File: src/core/cecs_pkg.sv
// Constants, types and register map of the camera exposure cycle sequencer
// Contract
// - Trigger runs focus, expose, delay, move, repeat
// - Focus asserted for set time; zero skips
// - Shutter on; camera mode quarter second, bulb user
// - Delay keeps outputs off; bulb uses quarter second
// - Continuous mode motors keep running through delay
// - Move-between-shots moves only after delay ends
// - Phase sum is minimum interval; rest waited after
// - Overlong phases stretch the interval automatically
// - Bulb holds shutter whole exposure time
// - Focus time held in milliseconds
// - Repeat count adds extra shots; zero single
// - Focus-with-shutter option, enabled after reset
// - Nonzero shot limit stops program automatically
// - Start delay minutes: pending countdown before shooting
// - Interval set in tenths of a second
// - Timing changes apply from next cycle
package cecs_pkg;

	// ==========================================================
	// Time base
	localparam int unsigned CLK_FREQ_HZ = 20_000_000; // Core clock rate
	localparam int unsigned TICK_PERIOD_US = 1000; // One millisecond tick
	localparam int unsigned TICK_CYCLES = CLK_FREQ_HZ / 1_000_000 * TICK_PERIOD_US;
	localparam logic [31:0] FIXED_PHASE_MS = 32'h0000_00FA; // Quarter second, 250 ms
	localparam logic [31:0] MS_PER_TENTH = 32'h0000_0064; // 100 ms per interval unit
	localparam logic [31:0] MS_PER_MINUTE = 32'h0000_EA60; // 60000 ms per minute

	// ==========================================================
	// Register byte offsets
	localparam logic [7:0] OFS_CTRL = 8'h00;
	localparam logic [7:0] OFS_INTERVAL = 8'h04;
	localparam logic [7:0] OFS_FOCUS = 8'h08;
	localparam logic [7:0] OFS_EXPOSE = 8'h0C;
	localparam logic [7:0] OFS_DELAY = 8'h10;
	localparam logic [7:0] OFS_MOVE = 8'h14;
	localparam logic [7:0] OFS_REPEAT = 8'h18;
	localparam logic [7:0] OFS_MAXSHOTS = 8'h1C;
	localparam logic [7:0] OFS_STARTDLY = 8'h20;
	localparam logic [7:0] OFS_STATUS = 8'h24;
	localparam logic [7:0] OFS_SHOTCNT = 8'h28;
	localparam logic [7:0] OFS_PENDLEFT = 8'h2C;

	// ==========================================================
	// Control field positions and reset values
	localparam int unsigned CTRL_RUN_BIT = 0;
	localparam int unsigned CTRL_BULB_BIT = 1;
	localparam int unsigned CTRL_SMS_BIT = 2;
	localparam int unsigned CTRL_FLOCK_BIT = 3;
	localparam logic [31:0] CTRL_RESET = 32'h0000_0008; // Focus lock on by default
	localparam logic [15:0] INTERVAL_RESET = 16'h000A; // One second
	localparam logic [31:0] EXPOSE_RESET = 32'h0000_00C8; // 200 ms
	localparam logic [31:0] DELAY_RESET = 32'h0000_00C8; // 200 ms

	// ==========================================================
	// Sequencer states, Gray coded along the shot path
	typedef enum logic [2:0] {
		ST_IDLE = 3'h0,
		ST_PEND = 3'h1,
		ST_FOCUS = 3'h3,
		ST_EXPOSE = 3'h2,
		ST_DELAY = 3'h6,
		ST_MOVE = 3'h7,
		ST_WAIT = 3'h5
	} cecs_state_t;

	// Camera remote port lines
	typedef struct packed {
		logic focus;
		logic shutter;
	} cecs_cam_t;

	// Timing set captured per shot cycle
	typedef struct packed {
		logic bulbMode;
		logic moveBetweenShotsMode;
		logic focusLock;
		logic [15:0] intervalTenths;
		logic [31:0] focusMs;
		logic [31:0] exposeMs;
		logic [31:0] delayMs;
		logic [31:0] moveMs;
		logic [7:0] repeatCount;
	} cecs_cfg_t;

endpackage : cecs_pkg

File: src/core/cecs_sequencer.sv
// Camera exposure cycle sequencer with Avalon-MM register slave
`timescale 1ns/1ps
`default_nettype none
module cecs_sequencer #(
	parameter int unsigned TICK_CYCLES = cecs_pkg::TICK_CYCLES // Clocks per millisecond
) (
	input wire logic core_clk,
	input wire logic rst_n,
	input wire logic [7:0] avsAddress,
	input wire logic avsRead,
	input wire logic avsWrite,
	input wire logic [31:0] avsWriteData,
	input wire logic [3:0] avsByteEnable,
	output logic [31:0] avsReadData,
	output logic avsWaitRequest,
	output cecs_pkg::cecs_cam_t camOut,
	output logic motorRun,
	output logic motorMove,
	output logic startDelayPending
);
	import cecs_pkg::*;

	// ==========================================================
	// Declarations
	logic [31:0] tickCnt_r; // Millisecond prescaler
	logic tick; // One-cycle millisecond strobe
	cecs_cfg_t cfgLive_r; // Software-written timing set
	cecs_cfg_t cfgSnap_r; // Timing set used by the running cycle
	cecs_cfg_t cfgUse; // Set seen at a cycle start
	logic runBit_r; // Program on/off
	logic [15:0] maxShots_r; // Shot limit, zero disables
	logic [15:0] startDelayMin_r; // Start delay in minutes
	cecs_state_t state_r;
	cecs_state_t stateNxt;
	logic [31:0] phaseMs_r; // Time spent in current phase
	logic [31:0] cycleMs_r; // Time since cycle trigger
	logic [31:0] pendLeft_r; // Remaining start delay in ms
	logic [7:0] repeatLeft_r; // Extra shots left this interval
	logic [15:0] shotCount_r; // Exposures taken
	logic [31:0] phaseDur; // Duration of current phase
	logic phaseDone;
	logic startCycle; // A new interval begins at next edge
	logic limitStop; // Shot limit reached
	logic intervalOver;
	logic waitReq_r;
	logic [31:0] readData_r;
	cecs_cam_t camOut_r;
	logic motorRun_r;
	logic motorMove_r;
	logic pending_r;
	logic busAccept; // Write takes effect at this edge
	logic busLatch; // Read data captured at this edge

	// ==========================================================
	// Functions
	// Byte-lane merge of write data into an old word
	function automatic logic [31:0] mergeBytes(input logic [31:0] oldVal, input logic [31:0] newVal,
			input logic [3:0] be);
		logic [31:0] res;
		res = oldVal;
		for (int i = 0; i < 4; i++) begin
			if (be[i]) begin
				res[i*8 +: 8] = newVal[i*8 +: 8];
			end
		end
		return res;
	endfunction : mergeBytes

	// Length of a phase for a given timing set
	function automatic logic [31:0] durOf(input cecs_state_t st, input cecs_cfg_t c);
		logic [31:0] d;
		d = 32'h0000_0000;
		case (st)
			ST_FOCUS: begin
				d = c.focusMs; // Milliseconds, zero means no focus
			end
			ST_EXPOSE: begin
				d = c.bulbMode ? c.exposeMs : FIXED_PHASE_MS;
			end
			ST_DELAY: begin
				d = c.bulbMode ? FIXED_PHASE_MS : c.delayMs;
			end
			ST_MOVE: begin
				d = c.moveBetweenShotsMode ? c.moveMs : 32'h0000_0000;
			end
			default: begin
				d = 32'h0000_0000;
			end
		endcase
		return d;
	endfunction : durOf

	// ==========================================================
	// Millisecond time base shared by every phase and the interval
	// Restarted at each phase change so no phase runs short; the interval loses one cycle per change
	always_ff @(posedge core_clk or negedge rst_n) begin
		if (!rst_n) begin
			tickCnt_r <= 32'h0000_0000;
		end else if ((tickCnt_r >= TICK_CYCLES - 1) || (stateNxt != state_r)) begin
			tickCnt_r <= 32'h0000_0000; // Wrap, or align to the new phase
		end else begin
			tickCnt_r <= tickCnt_r + 32'h0000_0001;
		end
	end
	assign tick = (tickCnt_r >= TICK_CYCLES - 1);

	// ==========================================================
	// Sequencer next state
	assign cfgUse = cfgLive_r;
	assign phaseDur = durOf(state_r, cfgSnap_r);
	assign phaseDone = (phaseMs_r >= phaseDur);
	// Interval in tenths turned into milliseconds; an overrun starts the next shot at once
	assign intervalOver = (cycleMs_r >= 32'(cfgSnap_r.intervalTenths) * MS_PER_TENTH);
	assign limitStop = (maxShots_r != 16'h0000) && (shotCount_r >= maxShots_r);

	// Shot cycle order and stop handling
	always_comb begin
		stateNxt = state_r;
		startCycle = 1'b0;
		if (!runBit_r) begin
			stateNxt = ST_IDLE; // Switching off aborts at once
		end else begin
			case (state_r)
				ST_IDLE: begin
					if (startDelayMin_r != 16'h0000) begin
						stateNxt = ST_PEND;
					end else begin
						stateNxt = ST_FOCUS;
						startCycle = 1'b1;
					end
				end
				ST_PEND: begin
					if (pendLeft_r == 32'h0000_0000) begin
						stateNxt = ST_FOCUS;
						startCycle = 1'b1;
					end
				end
				ST_FOCUS: begin
					if (phaseDone) begin
						stateNxt = ST_EXPOSE;
					end
				end
				ST_EXPOSE: begin
					if (phaseDone) begin
						stateNxt = ST_DELAY;
					end
				end
				ST_DELAY: begin
					if (phaseDone) begin
						if (limitStop) begin
							stateNxt = ST_IDLE;
						end else if (repeatLeft_r != 8'h00) begin
							stateNxt = ST_FOCUS;
						end else begin
							stateNxt = ST_MOVE; // Move slot only after delay
						end
					end
				end
				ST_MOVE: begin
					if (phaseDone) begin
						if (intervalOver) begin
							stateNxt = ST_FOCUS; // Interval stretched to fit
							startCycle = 1'b1;
						end else begin
							stateNxt = ST_WAIT; // Remaining interval after move
						end
					end
				end
				ST_WAIT: begin
					if (intervalOver) begin
						stateNxt = ST_FOCUS; // Next trigger
						startCycle = 1'b1;
					end
				end
				default: begin
					stateNxt = ST_IDLE;
				end
			endcase
		end
	end

	// State register
	always_ff @(posedge core_clk or negedge rst_n) begin
		if (!rst_n) begin
			state_r <= ST_IDLE;
		end else begin
			state_r <= stateNxt;
		end
	end

	// Timing set frozen per cycle so edits land on the next shot cycle
	always_ff @(posedge core_clk or negedge rst_n) begin
		if (!rst_n) begin
			cfgSnap_r <= '0;
		end else if (startCycle) begin
			cfgSnap_r <= cfgUse;
		end
	end

	// Phase and interval millisecond counters
	always_ff @(posedge core_clk or negedge rst_n) begin
		if (!rst_n) begin
			phaseMs_r <= 32'h0000_0000;
			cycleMs_r <= 32'h0000_0000;
		end else begin
			if (stateNxt != state_r) begin
				phaseMs_r <= 32'h0000_0000;
			end else if (tick) begin
				phaseMs_r <= phaseMs_r + 32'h0000_0001;
			end
			if (startCycle) begin
				cycleMs_r <= 32'h0000_0000;
			end else if (tick && (state_r != ST_IDLE) && (state_r != ST_PEND)) begin
				cycleMs_r <= cycleMs_r + 32'h0000_0001;
			end
		end
	end

	// Start delay countdown in milliseconds
	always_ff @(posedge core_clk or negedge rst_n) begin
		if (!rst_n) begin
			pendLeft_r <= 32'h0000_0000;
		end else if (state_r == ST_IDLE && stateNxt == ST_PEND) begin
			pendLeft_r <= 32'(startDelayMin_r) * MS_PER_MINUTE;
		end else if (state_r == ST_PEND && tick && pendLeft_r != 32'h0000_0000) begin
			pendLeft_r <= pendLeft_r - 32'h0000_0001;
		end
	end

	// Repeat shots left in this interval
	always_ff @(posedge core_clk or negedge rst_n) begin
		if (!rst_n) begin
			repeatLeft_r <= 8'h00;
		end else if (startCycle) begin
			repeatLeft_r <= cfgUse.repeatCount;
		end else if (state_r == ST_DELAY && stateNxt == ST_FOCUS) begin
			repeatLeft_r <= repeatLeft_r - 8'h01;
		end
	end

	// Exposure counter, cleared when a program starts
	always_ff @(posedge core_clk or negedge rst_n) begin
		if (!rst_n) begin
			shotCount_r <= 16'h0000;
		end else if (state_r == ST_IDLE && runBit_r) begin
			shotCount_r <= 16'h0000;
		end else if (stateNxt == ST_EXPOSE && state_r != ST_EXPOSE) begin
			shotCount_r <= shotCount_r + 16'h0001;
		end
	end

	// ==========================================================
	// Registered outputs, decoded from the next state
	always_ff @(posedge core_clk or negedge rst_n) begin
		if (!rst_n) begin
			camOut_r <= '0;
			motorRun_r <= 1'b0;
			motorMove_r <= 1'b0;
			pending_r <= 1'b0;
		end else begin
			// Focus only with a nonzero focus time, or with shutter when locked
			camOut_r.focus <= (stateNxt == ST_FOCUS && durOf(ST_FOCUS, startCycle ? cfgUse : cfgSnap_r) != 32'h0) ||
				(stateNxt == ST_EXPOSE && cfgSnap_r.focusLock);
			camOut_r.shutter <= (stateNxt == ST_EXPOSE); // Held whole phase, delay keeps it off
			// Continuous motion runs through every phase, delay included
			motorRun_r <= runBit_r && (stateNxt != ST_IDLE) && (stateNxt != ST_PEND) &&
				!cfgLive_r.moveBetweenShotsMode;
			motorMove_r <= (stateNxt == ST_MOVE) && cfgSnap_r.moveBetweenShotsMode;
			pending_r <= (stateNxt == ST_PEND);
		end
	end
	assign camOut = camOut_r;
	assign motorRun = motorRun_r;
	assign motorMove = motorMove_r;
	assign startDelayPending = pending_r;

	// ==========================================================
	// Avalon-MM slave: one wait cycle, then answer
	assign busLatch = (avsRead || avsWrite) && waitReq_r;
	assign busAccept = (avsRead || avsWrite) && !waitReq_r;

	// Waitrequest drops for exactly one cycle per request
	always_ff @(posedge core_clk or negedge rst_n) begin
		if (!rst_n) begin
			waitReq_r <= 1'b1;
		end else begin
			waitReq_r <= !busLatch;
		end
	end
	assign avsWaitRequest = waitReq_r;

	// Read mux, unmapped addresses read zero
	always_ff @(posedge core_clk or negedge rst_n) begin
		if (!rst_n) begin
			readData_r <= 32'h0000_0000;
		end else if (busLatch && avsRead) begin
			case (avsAddress)
				OFS_CTRL: readData_r <= {28'h0, cfgLive_r.focusLock, cfgLive_r.moveBetweenShotsMode,
					cfgLive_r.bulbMode, runBit_r};
				OFS_INTERVAL: readData_r <= {16'h0, cfgLive_r.intervalTenths};
				OFS_FOCUS: readData_r <= cfgLive_r.focusMs;
				OFS_EXPOSE: readData_r <= cfgLive_r.exposeMs;
				OFS_DELAY: readData_r <= cfgLive_r.delayMs;
				OFS_MOVE: readData_r <= cfgLive_r.moveMs;
				OFS_REPEAT: readData_r <= {24'h0, cfgLive_r.repeatCount};
				OFS_MAXSHOTS: readData_r <= {16'h0, maxShots_r};
				OFS_STARTDLY: readData_r <= {16'h0, startDelayMin_r};
				OFS_STATUS: readData_r <= {24'h0, camOut_r.shutter, camOut_r.focus, pending_r,
					runBit_r, 1'b0, state_r};
				OFS_SHOTCNT: readData_r <= {16'h0, shotCount_r};
				OFS_PENDLEFT: readData_r <= pendLeft_r;
				default: readData_r <= 32'h0000_0000;
			endcase
		end
	end
	assign avsReadData = readData_r;

	// Software-written settings; a software write beats the automatic stop in the same cycle
	always_ff @(posedge core_clk or negedge rst_n) begin
		if (!rst_n) begin
			runBit_r <= CTRL_RESET[CTRL_RUN_BIT];
			cfgLive_r.bulbMode <= CTRL_RESET[CTRL_BULB_BIT];
			cfgLive_r.moveBetweenShotsMode <= CTRL_RESET[CTRL_SMS_BIT];
			cfgLive_r.focusLock <= CTRL_RESET[CTRL_FLOCK_BIT]; // On after reset
			cfgLive_r.intervalTenths <= INTERVAL_RESET;
			cfgLive_r.focusMs <= 32'h0000_0000;
			cfgLive_r.exposeMs <= EXPOSE_RESET;
			cfgLive_r.delayMs <= DELAY_RESET;
			cfgLive_r.moveMs <= 32'h0000_0000;
			cfgLive_r.repeatCount <= 8'h00;
			maxShots_r <= 16'h0000;
			startDelayMin_r <= 16'h0000;
		end else if (busAccept && avsWrite) begin
			case (avsAddress)
				OFS_CTRL: begin
					if (avsByteEnable[0]) begin
						runBit_r <= avsWriteData[CTRL_RUN_BIT];
						// Motion mode is only changeable while stopped
						if (!runBit_r) begin
							cfgLive_r.moveBetweenShotsMode <= avsWriteData[CTRL_SMS_BIT];
						end
						cfgLive_r.bulbMode <= avsWriteData[CTRL_BULB_BIT];
						cfgLive_r.focusLock <= avsWriteData[CTRL_FLOCK_BIT];
					end
				end
				OFS_INTERVAL: cfgLive_r.intervalTenths <= 16'(mergeBytes({16'h0, cfgLive_r.intervalTenths},
					avsWriteData, avsByteEnable));
				OFS_FOCUS: cfgLive_r.focusMs <= mergeBytes(cfgLive_r.focusMs, avsWriteData, avsByteEnable);
				OFS_EXPOSE: cfgLive_r.exposeMs <= mergeBytes(cfgLive_r.exposeMs, avsWriteData, avsByteEnable);
				OFS_DELAY: cfgLive_r.delayMs <= mergeBytes(cfgLive_r.delayMs, avsWriteData, avsByteEnable);
				OFS_MOVE: cfgLive_r.moveMs <= mergeBytes(cfgLive_r.moveMs, avsWriteData, avsByteEnable);
				OFS_REPEAT: cfgLive_r.repeatCount <= 8'(mergeBytes({24'h0, cfgLive_r.repeatCount},
					avsWriteData, avsByteEnable));
				OFS_MAXSHOTS: maxShots_r <= 16'(mergeBytes({16'h0, maxShots_r}, avsWriteData, avsByteEnable));
				OFS_STARTDLY: startDelayMin_r <= 16'(mergeBytes({16'h0, startDelayMin_r},
					avsWriteData, avsByteEnable));
				default: begin
					// Read-only or unmapped: write ignored
				end
			endcase
		end else if (state_r == ST_DELAY && phaseDone && limitStop && runBit_r) begin
			runBit_r <= 1'b0; // Automatic stop at the shot limit
		end
	end

endmodule : cecs_sequencer
`default_nettype wire

File: config.mk
export PLATFORM = sky130hd
export DESIGN_NAME = cecs_sequencer
export DESIGN_NICKNAME = d
export VERILOG_FILES = /design/src/core/cecs_pkg.sv /design/src/core/cecs_sequencer.sv
export SDC_FILE = /design/constraint.sdc
export NUM_CORES = 1
export LEC_CHECK = 0
export BUFFER_PORTS_ARGS = -buffer_cell sky130_fd_sc_hd__buf_2
export CAP_MARGIN = 20
export CORE_AREA = 2 2 234 236
export CTS_CLUSTER_SIZE = 12
export DETAILED_ROUTE_END_ITERATION = 10
export DIE_AREA = 0 0 236 238
export PLACE_DENSITY = 0.76
export SYNTH_ARGS = -nofsm -noshare
export SYNTH_HDL_FRONTEND = slang
export SYNTH_SLANG_ARGS = --single-unit
File: constraint.sdc
create_clock -name core_clk -period 5.4 [get_ports core_clk]
set_clock_uncertainty 0.2 [all_clocks]
set_input_delay 1.08 -clock core_clk [delete_from_list [all_inputs] [get_ports core_clk]]
set_output_delay 1.08 -clock core_clk [all_outputs]
set_load 0.05 [all_outputs]
; ---- Word level (Yosys, flattened, before mapping)
; Cells that the tools add are included.
[totals]
reg_bits = 536
latch_bits = 0
ramBits = 0
romBits = 0
wordCells = 199
mem_count = 0
[classes]
add_sub_neg = 6
mul = 2
div = 0
n_lt_le_gt_ge = 4
n_eq_ne = 27
shifts = 0
mux = 39
bitwise_logic = 1
reduce_logical = 70
[op_table]
columns = operator, count
row1 = one-hot mux 32 bit (12 select lines), 1
row2 = two-way mux 32 bit, 10
row3 = two-way mux 136 bit, 1
row4 = one-hot mux 32 bit (4 select lines), 1
row5 = adder 32 x 1 -> 32 bit (second input constant), 3
row6 = AND reduction 3 bit, 25
row7 = nonzero test 32 bit, 2
row8 = == test 8 x 5 -> 1 bit (second input constant), 4
row9 = == test 8 x 6 -> 1 bit (second input constant), 4
row10 = >= comparator 32 x 15 -> 1 bit (second input constant), 1
row11 = >= comparator 32 x 23 -> 1 bit, 1
row12 = >= comparator 32 bit, 1
row13 = zero test 32 bit, 1
row14 = two-way mux 16 bit, 2
row15 = nonzero test 16 bit, 2
row16 = subtractor 32 x 1 -> 32 bit (second input constant), 1
row17 = two-way mux 3 bit, 10
row18 = multiplier 16 x 11 -> 27 bit (second input constant), 1
row19 = logical AND 1 bit, 22
row20 = multiplier 16 x 5 -> 21 bit (second input constant), 1
row21 = one-hot mux 3 bit (7 select lines), 1
row22 = adder 16 x 1 -> 16 bit (second input constant), 1
row23 = == test 8 x 4 -> 1 bit (second input constant), 2
row24 = >= comparator 16 bit, 1
row25 = 23 further kinds, 50

; ---- Depth between registers and ports, before layout
; Gate-level depths: netlist (run 1).
[logic_depth]
ltp_word = 10
ltp_mapped = 27
mapped_depth_nobuf = 25

; ---- Worst setup path after synthesis (run 1)
; OpenSTA, ideal clock, no wires.
[synth_path]
kind = register to register
from = reg cfgSnap_r[139] (netlist name)
to = reg cfgSnap_r[125] (netlist name)
arrival_time_ps = 5400
required_ps = 5135
setup_slack_ps = -265
stages_incl_launch_ff = 27
cell_sequence = dfrtp_1 > ha_1 > ha_1 > inv_1 > fa_1 > inv_1 > ha_1 > inv_1 > o21a_1 > o21ai_0 > a2111oi_0 > nor3_1 > and2_1 > o21ai_0 > a221o_1 > ha_1 > nand2_1 > nor2_1 > a211oi_1 > nand4_1 > a21oi_1 > o31ai_4 > nand2_1 > clkbuf_1 > clkbuf_1 > nand2_1 > nand2_1
[synth_between]
elab_chain_len = 7
[synth_lines]
columns = item, line_no
row1 = start: declaration, cecs_sequencer.sv:28  ; cecs_cfg_t cfgSnap_r;
row2 = start signal: assignment, cecs_sequencer.sv:196  ; cfgSnap_r <= cfgUse;
row3 = multiplier 16 x 5 -> 21 bit (*), cecs_sequencer.sv:113  ; assign intervalOver = (cycleMs_r >= 32'(cfgSnap_r.intervalTenths) * MS_PER_TENTH);
row4 = >= comparator 32 x 23 -> 1 bit (*), cecs_sequencer.sv:113
row5 = two-way mux 1 bit (*), "cecs_sequencer.sv:161, cecs_sequencer.sv:170"
row6 = two-way mux 1 bit, cecs_sequencer.sv:160  ; if (phaseDone) begin
row7 = one-hot mux 1 bit (4 select lines) (*), cecs_sequencer.sv:123  ; case (state_r)
row8 = two-way mux 1 bit (*), cecs_sequencer.sv:120  ; if (!runBit_r) begin
row9 = two-way mux 136 bit (*), -
; Mark *: on every way between the ends. The rest lies on a longest branch, timed or not.
; A chain may end at the register's enable or synchronous reset.

; ---- Worst setup path after layout (run 1)
[layout_path]
from = reg cfgSnap_r[137] (netlist name)
to = reg cycleMs_r[30]
[layout_between]
elab_chain_len = 7
word_cells_on_any_way = 8
classes_between = mul (1) / order compare (1) / mux (5) / reduce/logical (1)
[layout_lines]
columns = item, line_no
row1 = multiplier 16 x 5 -> 21 bit (*), cecs_sequencer.sv:113
row2 = >= comparator 32 x 23 -> 1 bit (*), cecs_sequencer.sv:113
row3 = two-way mux 1 bit (*), "cecs_sequencer.sv:161, cecs_sequencer.sv:170"
row4 = two-way mux 1 bit, cecs_sequencer.sv:160
row5 = one-hot mux 1 bit (4 select lines) (*), cecs_sequencer.sv:123
row6 = two-way mux 1 bit (*), cecs_sequencer.sv:120
row7 = two-way mux 32 bit or nonzero test 2 bit (tied branches), -
row8 = end signal: assignment, cecs_sequencer.sv:214  ; cycleMs_r <= cycleMs_r + 32'h0000_0001;
row9 = end: declaration, cecs_sequencer.sv:36  ; logic [31:0] cycleMs_r;
; Marked as above.

==> results.txt, run 1 <==
----------------------------------------------------
[Run status]
  Status ... finished, violations left
  Violations in the final reports ... negative setup slack

[Timing]
  Final hold slack ... 0.2711 ns
  Max-slew headroom at the worst pin ... 30.53%
  Count of pins over their slew limit ... 0
  Setup repair after global routing missed its margin ... true
  Crit share post-route ... 105.9%
  Pin slew with the least headroom to its limit ... 1.040 ns
  Final period demand of the worst path ... ~5.7 ns
  Hold Violations, Final ... 0
  Max Clk Rate ... 174.9 MHz
  Final WS setup ... -0.3186 ns
  Setup Viol. Count Final ... 243

[Final layout]
  Fraction of layout instances using a drive strength above 1 ... 26.89%
  Layout overhead on the synthesized area ... 21.82%
  Layout Nets ... 3562

[Floorplan]
  Starting density of the core ... 56.74%
  Die boundary height ... 238 um
  Number of cell rows ... 85
  Area of the placeable core ... 0.05350 mm2
  # IOs ... 86
  Die extent in x ... 236 um
  Die Outline Area ... 0.05617 mm2

[Clock network]
  Htree depth ... 2
  Max clock buf depth ... 3
  Clock buffers created by TritonCTS ... 55
  Clk pin slew, worst setup/hold paths ... 0.06 ns
  Root Driver ... sky130_fd_sc_hd__clkbuf_16
  Worst skew pair latency ... 0.64 ns
  TritonCTS clock tree ... done
  Number of clock sinks ... 528

[Setup path]
  Worst reg-to-reg setup slack ... -0.32 ns
  Crit path capture type ... flop
  Crit-path slowest cell ... sky130_fd_sc_hd__fa_2
  Required time of the critical path ... 5.74 ns
  Largest stage delay on the critical path ... ~0.60 ns
  Worst path top cell family by delay ... compound AO/OA/AOI/OAI gates
  Capturing point of the worst reg2reg path ... cycleMs_r[30]
  CP bufs+invs ... 3
  Startpoint of the worst-slack reg-to-reg timing path ... cfgSnap_r[137]
  Critical path, cell by cell ... buf_4 -> ha_4 -> ha_4 -> fa_2 -> ha_4 -> nor2b_4 -> o21ai_2 -> a21oi_2 -> o211ai_1 -> a21oi_2 -> nand3b_1 -> and3_4 -> o211ai_1 -> nand3_2 -> ha_4 -> nand4_1 -> a21oi_2 -> a21oi_4 -> buf_6 -> o31ai_4 -> a21oi_4 -> buf_12 -> or4_4 -> a21oi_2
  Worst EP arrival ... 6.06 ns
  Type of the setup path with the least slack ... reg -> reg
  Reg2reg path depth ... 24
  Maximum fanout along the worst path ... 6
  Kind of launch point of the worst setup path ... flop

[Pwr]
  Power density relative to cell area ... ~230 mW/mm2
  Maximum resistive drop on vdd ... 0.0002021 V
  Static power due to leakage ... 18.32 nW

[Placed design]
  Half-perimeter wire length after detailed placement ... ~66000 um
  Post-placement worst setup slack ... -0.3692 ns
  Gpl congestion ... 0.9447
  # port buffers ... 85

[Yosys]
  Post-synthesis async set-or-reset flop share ... 100.0%
  Sequential element share of the synthesized area ... 43.57%
  Number of standard cells after synthesis ... around 3000
  Post-synthesis adder-cell area fraction ... approximately 14%
  Combinational family with the most area after synthesis ... simple AND/OR/NAND/NOR gates
  Count of flip-flops with a built-in enable after synthesis ... 0
  Top flip-flop cell by instance count after synthesis ... sky130_fd_sc_hd__dfrtp_1
  Post-Syn Area per Cell ... around 10 um2
  Warnings from Yosys ... 0
  Fraction of the mapped netlist area in compound gates ... 11.92%
  Distinct cell type count of the synthesized netlist ... 76
  Flip-flop and latch count after synthesis ... ~530
  XOR/XNOR share of the synthesized area ... 3.174%
  Share of synthesized cell area in and, or, nand and nor gates ... 16.48%
  Synth Cell Area ... 0.03035 mm2
  Mux cell area share after synthesis ... 7.466%

[Routing]
  Detailed Route Iter0 Violations ... 2716
  Post-route antenna net violation count ... 0
  Vias per cell ... 6.516
  Router iterations before antenna repair ... 9
  Wire length per cell after detailed routing ... 24.07 um
  Via count ... 25824
  Remaining design rule violation count ... 0
  Post-Route WL ... 95370 um

[Min path]
  Number of stages on the worst hold path ... 2
  Hold worst-path end ... cfgSnap_r[44]
  Launch point of the worst hold path ... cfgSnap_r[44]
  Min-Delay Path Class ... reg -> reg

[Global route]
  Antenna violations before repair ... 3
  Vias in the first global route ... between 20000 and 30000
  Global router's overall resource usage ... 32.38%
  Residual overflow from global routing ... 0
  Largest net degree at the start of global routing ... 118
  Global-route wire length before repair ... 142800 um

[Job]
  Max-cap violation count ... 0

----------------------------------------------------
[layout make-up]
cell class                      instances  area [um2]
Clock inverter                          7       103.9
Tap cell                              696       870.8
Timing Repair Buffer                  271        2703
Multi-Input combinational cell       2209       17810
Inverter                              162       610.6
Sequential cell                       528       13230
Clock buffer                           88        1640
Fill cell                            3771       16520
Antenna cell                            2       5.005
[power breakdown]
| group | total, mW | switching (mW) | internal (mW) | leakage, nW |
|---|---|---|---|---|
| Clock | 3.70 | 1.62 | 2.08 | 0.835 |
| Sequential | 4.10 | 0.0849 | 4.02 | 7.27 |
| Combinational | 0.681 | 0.427 | 0.253 | 10.2 |
| Total | 8.48 | 2.14 | 6.35 | 18.3 |
[synth_stat cells (65+ instances only)]
library cell	number	area [um2]
sky130_fd_sc_hd__o21ai_0	101	505.5
sky130_fd_sc_hd__nand3_1	79	395.4
sky130_fd_sc_hd__nor3_1	65	325.3
sky130_fd_sc_hd__inv_1	159	596.8
sky130_fd_sc_hd__nor2_1	103	386.6
sky130_fd_sc_hd__dfrtp_1	518	12960
sky130_fd_sc_hd__mux2_2	187	2106
sky130_fd_sc_hd__nand2_1	567	2128
sky130_fd_sc_hd__fa_1	72	1441
sky130_fd_sc_hd__ha_1	215	2690
sky130_fd_sc_hd__clkbuf_1	96	360.4
sky130_fd_sc_hd__a21oi_1	106	530.5
[cells by family after synthesis]
family / Yosys count
fa+ha+maj: 287
xor+xnor: 110
compound gates: 513
other cells: 1
mux: 203
simple gates: 1079
flops: 528
buf+inv: 289
[state kept, by name, summed over array words and instances, names as in the netlist]
| register | count |
|---|---|
| avsReadData | 32 |
| avsWaitRequest | 1 |
| camOut | 2 |
| cfgLive_r | 155 |
| cfgSnap_r | 147 |
| cycleMs_r | 32 |
| maxShots_r | 16 |
| motorMove | 1 |
| motorRun | 1 |
| pendLeft_r | 32 |
| phaseMs_r | 32 |
| repeatLeft_r | 8 |
| runBit_r | 1 |
| shotCount_r | 16 |
| startDelayMin_r | 16 |
| startDelayPending | 1 |
| state_r | 3 |
| tickCnt_r | 32 |
[routing by layer]
metal / vias to the layer above / global-route usage, % / wire length [um] / part of all wire [%]
li1: 11139 / - / - / -
met1: 12977 / 42.34 / 36320 / 38
met2: 1357 / 52.07 / 45220 / 47
met3: 347 / 6.050 / 8537 / 9.0
met4: 4 / 16.16 / 5264 / 5.5
met5: - / 0 / 27 / 0.028
[stage by stage]
stage	cell area, um2	setup TNS (ns)	util (%)	cells	total power, mW
after floorplan	30450	0	-	3026	4.482
after global placement	32510	-16.48	60.76	3811	4.759
after detailed placement	32510	-41.12	60.76	3811	4.791
after CTS	34900	-36.77	65.24	3927	8.451
after global routing	36970	-92.34	69.11	3962	8.733
final	36970	-41.88	69.11	3963	8.484
[worst max-delay path by stage]
stage / depth (start not counted) / to / slack (ns) / start
after floorplan: 25 / cycleMs_r[26] / 0.06 / cfgSnap_r[140]
after global placement: 25 / phaseMs_r[13] / -0.24 / cfgSnap_r[139]
after detailed placement: 25 / phaseMs_r[20] / -0.37 / cfgSnap_r[139]
after CTS: 25 / tickCnt_r[3] / -0.24 / cfgSnap_r[139]
after global routing: 23 / cycleMs_r[30] / -0.52 / cfgSnap_r[139]
final: 24 / cycleMs_r[30] / -0.32 / cfgSnap_r[137]
[cells in the final DEF, fill, tap and decap left out, types with 17 or more instances in the layout]
cell / count
sky130_fd_sc_hd__dfrtp_1: 514
sky130_fd_sc_hd__nand2_1: 391
sky130_fd_sc_hd__ha_1: 198
sky130_fd_sc_hd__mux2_2: 187
sky130_fd_sc_hd__inv_1: 155
sky130_fd_sc_hd__nand2_2: 119
sky130_fd_sc_hd__buf_4: 114
sky130_fd_sc_hd__nor2_1: 95
sky130_fd_sc_hd__o21ai_0: 93
sky130_fd_sc_hd__buf_2: 84
sky130_fd_sc_hd__a21oi_1: 82
sky130_fd_sc_hd__nand3_1: 77
sky130_fd_sc_hd__fa_1: 71
sky130_fd_sc_hd__clkbuf_16: 71
sky130_fd_sc_hd__xnor2_1: 58
sky130_fd_sc_hd__a221oi_1: 58
sky130_fd_sc_hd__nand2_4: 56
sky130_fd_sc_hd__a22o_1: 51
sky130_fd_sc_hd__xor2_1: 50
sky130_fd_sc_hd__nand4_1: 47
sky130_fd_sc_hd__nor3_1: 43
sky130_fd_sc_hd__nor4_1: 34
sky130_fd_sc_hd__a22oi_1: 34
sky130_fd_sc_hd__and3_1: 33
sky130_fd_sc_hd__a222oi_1: 30
sky130_fd_sc_hd__a21o_1: 29
sky130_fd_sc_hd__buf_12: 25
sky130_fd_sc_hd__a21oi_2: 23
sky130_fd_sc_hd__or3_1: 23
sky130_fd_sc_hd__nand2b_1: 21
sky130_fd_sc_hd__clkbuf_1: 19
sky130_fd_sc_hd__conb_1: 17
[repair_timing]
action | in CTS | in global routing
setup endpoints to repair | 259 | 259
cloned | 5 | 20
hold buffers | 0 | 0
setup buffers | 16 | 15
pin swaps | 40 | 265
resized for setup | 68 | 376
[worst reg2reg max path: cells and delay by family, from the launching register on]
family                   cells  cell delay [ns]
flip-flops                   1             0.38
buffers and inverters        3             0.47
AO/OA/AOI/OAI               10             1.74
adder cells (fa/ha/maj)      5             1.49
AND/OR/NAND/NOR              6             1.35
(Power assumes the default switching activity.)
==> run 2, diff against run 1 <==
--- a/config.mk
+++ b/config.mk
@@ -7,10 +7,10 @@
 export LEC_CHECK = 0
 export BUFFER_PORTS_ARGS = -buffer_cell sky130_fd_sc_hd__buf_2
 export CAP_MARGIN = 20
-export CORE_AREA = 2 2 234 236
+export CORE_AREA = 2 2 167 332
 export CTS_CLUSTER_SIZE = 12
 export DETAILED_ROUTE_END_ITERATION = 10
-export DIE_AREA = 0 0 236 238
+export DIE_AREA = 0 0 169 334
 export PLACE_DENSITY = 0.76
 export SYNTH_ARGS = -nofsm -noshare
 export SYNTH_HDL_FRONTEND = slang
==> results.txt, run 2 (synthesis results as in run 1) <==
----------------------------------------------------
[Clock network]
  Number of clock sinks ... 528 (unchanged)
  TritonCTS clock tree ... done
  Htree depth ... 2 (unchanged)
  Clk pin slew, worst setup/hold paths ... 0.07 ns (about the same)
  Worst skew pair latency ... 0.64 ns (about the same)
  Hold buffer count at cts ... 0 (unchanged)
  Root Driver ... sky130_fd_sc_hd__clkbuf_16
  Clock buffers created by TritonCTS ... 51 (-7.3%)
  Max clock buf depth ... 3 (unchanged)

[Timing]
  Final WS setup ... -0.5209 ns (-0.2023 ns)
  Total negative setup slack ... -92.72 ns (-50.84 ns)
  Max-slew headroom at the worst pin ... 13.46% (-17 points)
  Pin slew with the least headroom to its limit ... 1.293 ns (+0.2538 ns)
  Crit share post-route ... 109.6% (+3.7 points)
  Hold Violations, Final ... 0 (unchanged)
  Final hold slack ... 0.2757 ns (+0.004637 ns)
  Final period demand of the worst path ... 5.921 ns (+0.2023 ns)
  Setup Viol. Count Final ... 252 (+3.7%)
  Setup repair after global routing missed its margin ... true
  Count of pins over their slew limit ... 0 (unchanged)
  Max Clk Rate ... 168.9 MHz (-3.4%)

[Floorplan]
  Die extent in x ... 169 um (-28%)
  Number of cell rows ... 121 (+42%)
  Starting density of the core ... 56.00% (-0.74 points)
  Die Outline Area ... 0.05645 mm2 (+0.49%)
  Area of the placeable core ... 0.05420 mm2 (+1.3%)
  # IOs ... 86 (unchanged)
  Die boundary height ... 334 um (+40%)

[Placed design]
  Half-perimeter wire length after detailed placement ... 70950 um (+8.2%)
  Post-placement worst setup slack ... -0.7382 ns (-0.3690 ns)
  # port buffers ... 85 (unchanged)
  Gpl congestion ... 1.002 (+6.1%)

[Final layout]
  Layout overhead on the synthesized area ... 27.24%
  Layout Nets ... 3643 (+2.3%)
  Biggest regs ... cfgLive_r (155), cfgSnap_r (147)
  Diodes inserted ... 0 (-2)
  Most used cells in the layout excluding fill and tap cells ... 510 x sky130_fd_sc_hd__dfrtp_1, 304 x sky130_fd_sc_hd__nand2_1, 201 x sky130_fd_sc_hd__ha_1
  Number of flip-flops under the largest register name ... 155 (unchanged)
  Fraction of layout instances using a drive strength above 1 ... 33.25% (+6.4 points)
  Most common cell after layout, fill and taps aside ... sky130_fd_sc_hd__dfrtp_1
  Register containing the most flip-flops in the final layout ... cfgLive_r

[Global route]
  Global-route wire length before repair ... 163300 um (+14%)
  Global router's overall resource usage ... 37.81% (+5.4 points)
  Antenna violations before repair ... 3 (unchanged)
  Vias in the first global route ... 28514 (+12%)
  Largest net degree at the start of global routing ... 111 (-5.9%)
  Residual overflow from global routing ... 0 (unchanged)

[Routing]
  Router iterations before antenna repair ... 7 (-2)
  Remaining design rule violation count ... 0 (unchanged)
  Post-route antenna net violation count ... 0 (unchanged)
  Post-Route WL ... 108200 um (+13%)
  Vias per cell ... 6.779 (+4.0%)
  Wire length per cell after detailed routing ... 26.97 um (+12%)
  Detailed Route Iter0 Violations ... 2599 (-4.3%)
  Via count ... 27191 (+5.3%)

[Setup path]
  Maximum fanout along the worst path ... 4 (-2)
  Required time of the critical path ... 5.69 ns (-0.05 ns)
  Kind of launch point of the worst setup path ... flop
  Worst EP arrival ... 6.21 ns (+0.15 ns)
  Crit path capture type ... flop
  Type of the setup path with the least slack ... reg -> reg

[Run status]
  Violations in the final reports ... negative setup slack
  Status ... finished, violations left

[Min path]
  Min-Delay Path Class ... in -> async

[Job]
  Max-cap violation count ... 0 (unchanged)

[Pwr]
  Maximum resistive drop on vdd ... 0.0001916 V (-5.2%)
  Power density relative to cell area ... 215.5 mW/mm2 (-6.1%)
  Static power due to leakage ... 19.13 nW (+4.4%)

----------------------------------------------------
run 2: cell count changes in the layout (fill, tap and decap cells not counted), moves of 23 or more:
cell                      before  now
sky130_fd_sc_hd__nand2_4      56   88
sky130_fd_sc_hd__nand2_1     391  304
sky130_fd_sc_hd__o21ai_0      93   66
sky130_fd_sc_hd__nand2_2     119  174
sky130_fd_sc_hd__buf_4       114  138
sky130_fd_sc_hd__nor3_4        6   29
sky130_fd_sc_hd__buf_8         8   31
run 2: routing by layer:
metal / GRT usage, % / share of wire (%)
met5: 0 / 0.024
met4: 34.73 / 12
met3: 6.402 / 7.0
met2: 65.00 / 49
met1: 38.85 / 31
run 2: cell type report:
| type | instances | area (um2) |
|---|---|---|
| fill | 3515 | 15580 |
| sequential | 528 | 13240 |
| clock buffer | 74 | 1394 |
| multi-input combinational | 2214 | 18840 |
| inverter | 162 | 613.1 |
| tap | 676 | 845.8 |
| timing repair inverter | 1 | 11.26 |
| clock inverter | 6 | 73.82 |
| timing repair buffer | 350 | 3606 |
run 2: final timing paths:
kind | startpoint | end | slack, ns | depth (start not counted)
min in group core_clk | avsReadData[28] | avsReadData[28] | 0.28 | 1
hold / removal | rst_n | repeatLeft_r[4] | 0.28 | 1
setup / recovery | cfgSnap_r[138] | cycleMs_r[18] | -0.52 | 26
max in group asynchronous | rst_n | cfgLive_r[24] | 3.42 | 2
hold reg to reg | avsReadData[28] | avsReadData[28] | 0.28 | 1
setup reg to reg | cfgSnap_r[138] | cycleMs_r[18] | -0.52 | 26
run 2: per-stage QoR:
stage               cells  power (mW)  instance area [um2]  util [%]
global placement     3836       4.774                32740     60.41
floorplan            3026       4.482                30450         -
detailed placement   3836       4.811                32740     60.41
global route         4011       8.531                38620     71.25
finish               4011       8.324                38620     71.25
CTS                  4012       8.202                37590     69.35
run 2: report_power, final:
part / internal (mW) / leakage [nW] / switching, mW
clock network: 1.79 / 0.710 / 1.61
logic: 0.314 / 11.2 / 0.510
registers: 4.02 / 7.27 / 0.0839
total: 6.12 / 19.1 / 2.21
run 2: what timing repair did:
| action | in CTS | in global routing |
|---|---|---|
| gates cloned | 38 | 0 |
| setup buffers | 61 | 31 |
| pin swaps | 365 | 154 |
| hold endpoints to repair | 0 | 0 |
| endpoints found under the setup margin | 261 | 264 |
| resized for setup | 499 | 353 |
run 2: critical path, cell delays in order, from the launching register on:
cell and delay (ns):
sky130_fd_sc_hd__dfrtp_1 0.40, sky130_fd_sc_hd__buf_6 0.13, sky130_fd_sc_hd__ha_4 0.26, sky130_fd_sc_hd__ha_4 0.20, sky130_fd_sc_hd__fa_1 0.57, sky130_fd_sc_hd__ha_4 0.22, sky130_fd_sc_hd__buf_4 0.13, sky130_fd_sc_hd__nor2b_1 0.13
sky130_fd_sc_hd__o21ai_2 0.16, sky130_fd_sc_hd__a21oi_2 0.08, sky130_fd_sc_hd__o211ai_1 0.28, sky130_fd_sc_hd__buf_4 0.17, sky130_fd_sc_hd__a21oi_1 0.06, sky130_fd_sc_hd__nor2_1 0.15, sky130_fd_sc_hd__xor2_1 0.09, sky130_fd_sc_hd__ha_1 0.31
sky130_fd_sc_hd__nand3_1 0.12, sky130_fd_sc_hd__nor4_1 0.33, sky130_fd_sc_hd__o21ai_0 0.16, sky130_fd_sc_hd__nand4_1 0.14, sky130_fd_sc_hd__a21oi_2 0.10, sky130_fd_sc_hd__o31ai_4 0.36, sky130_fd_sc_hd__buf_4 0.24, sky130_fd_sc_hd__a21oi_4 0.08
sky130_fd_sc_hd__buf_4 0.20, sky130_fd_sc_hd__o31ai_2 0.37, sky130_fd_sc_hd__a21oi_1 0.15
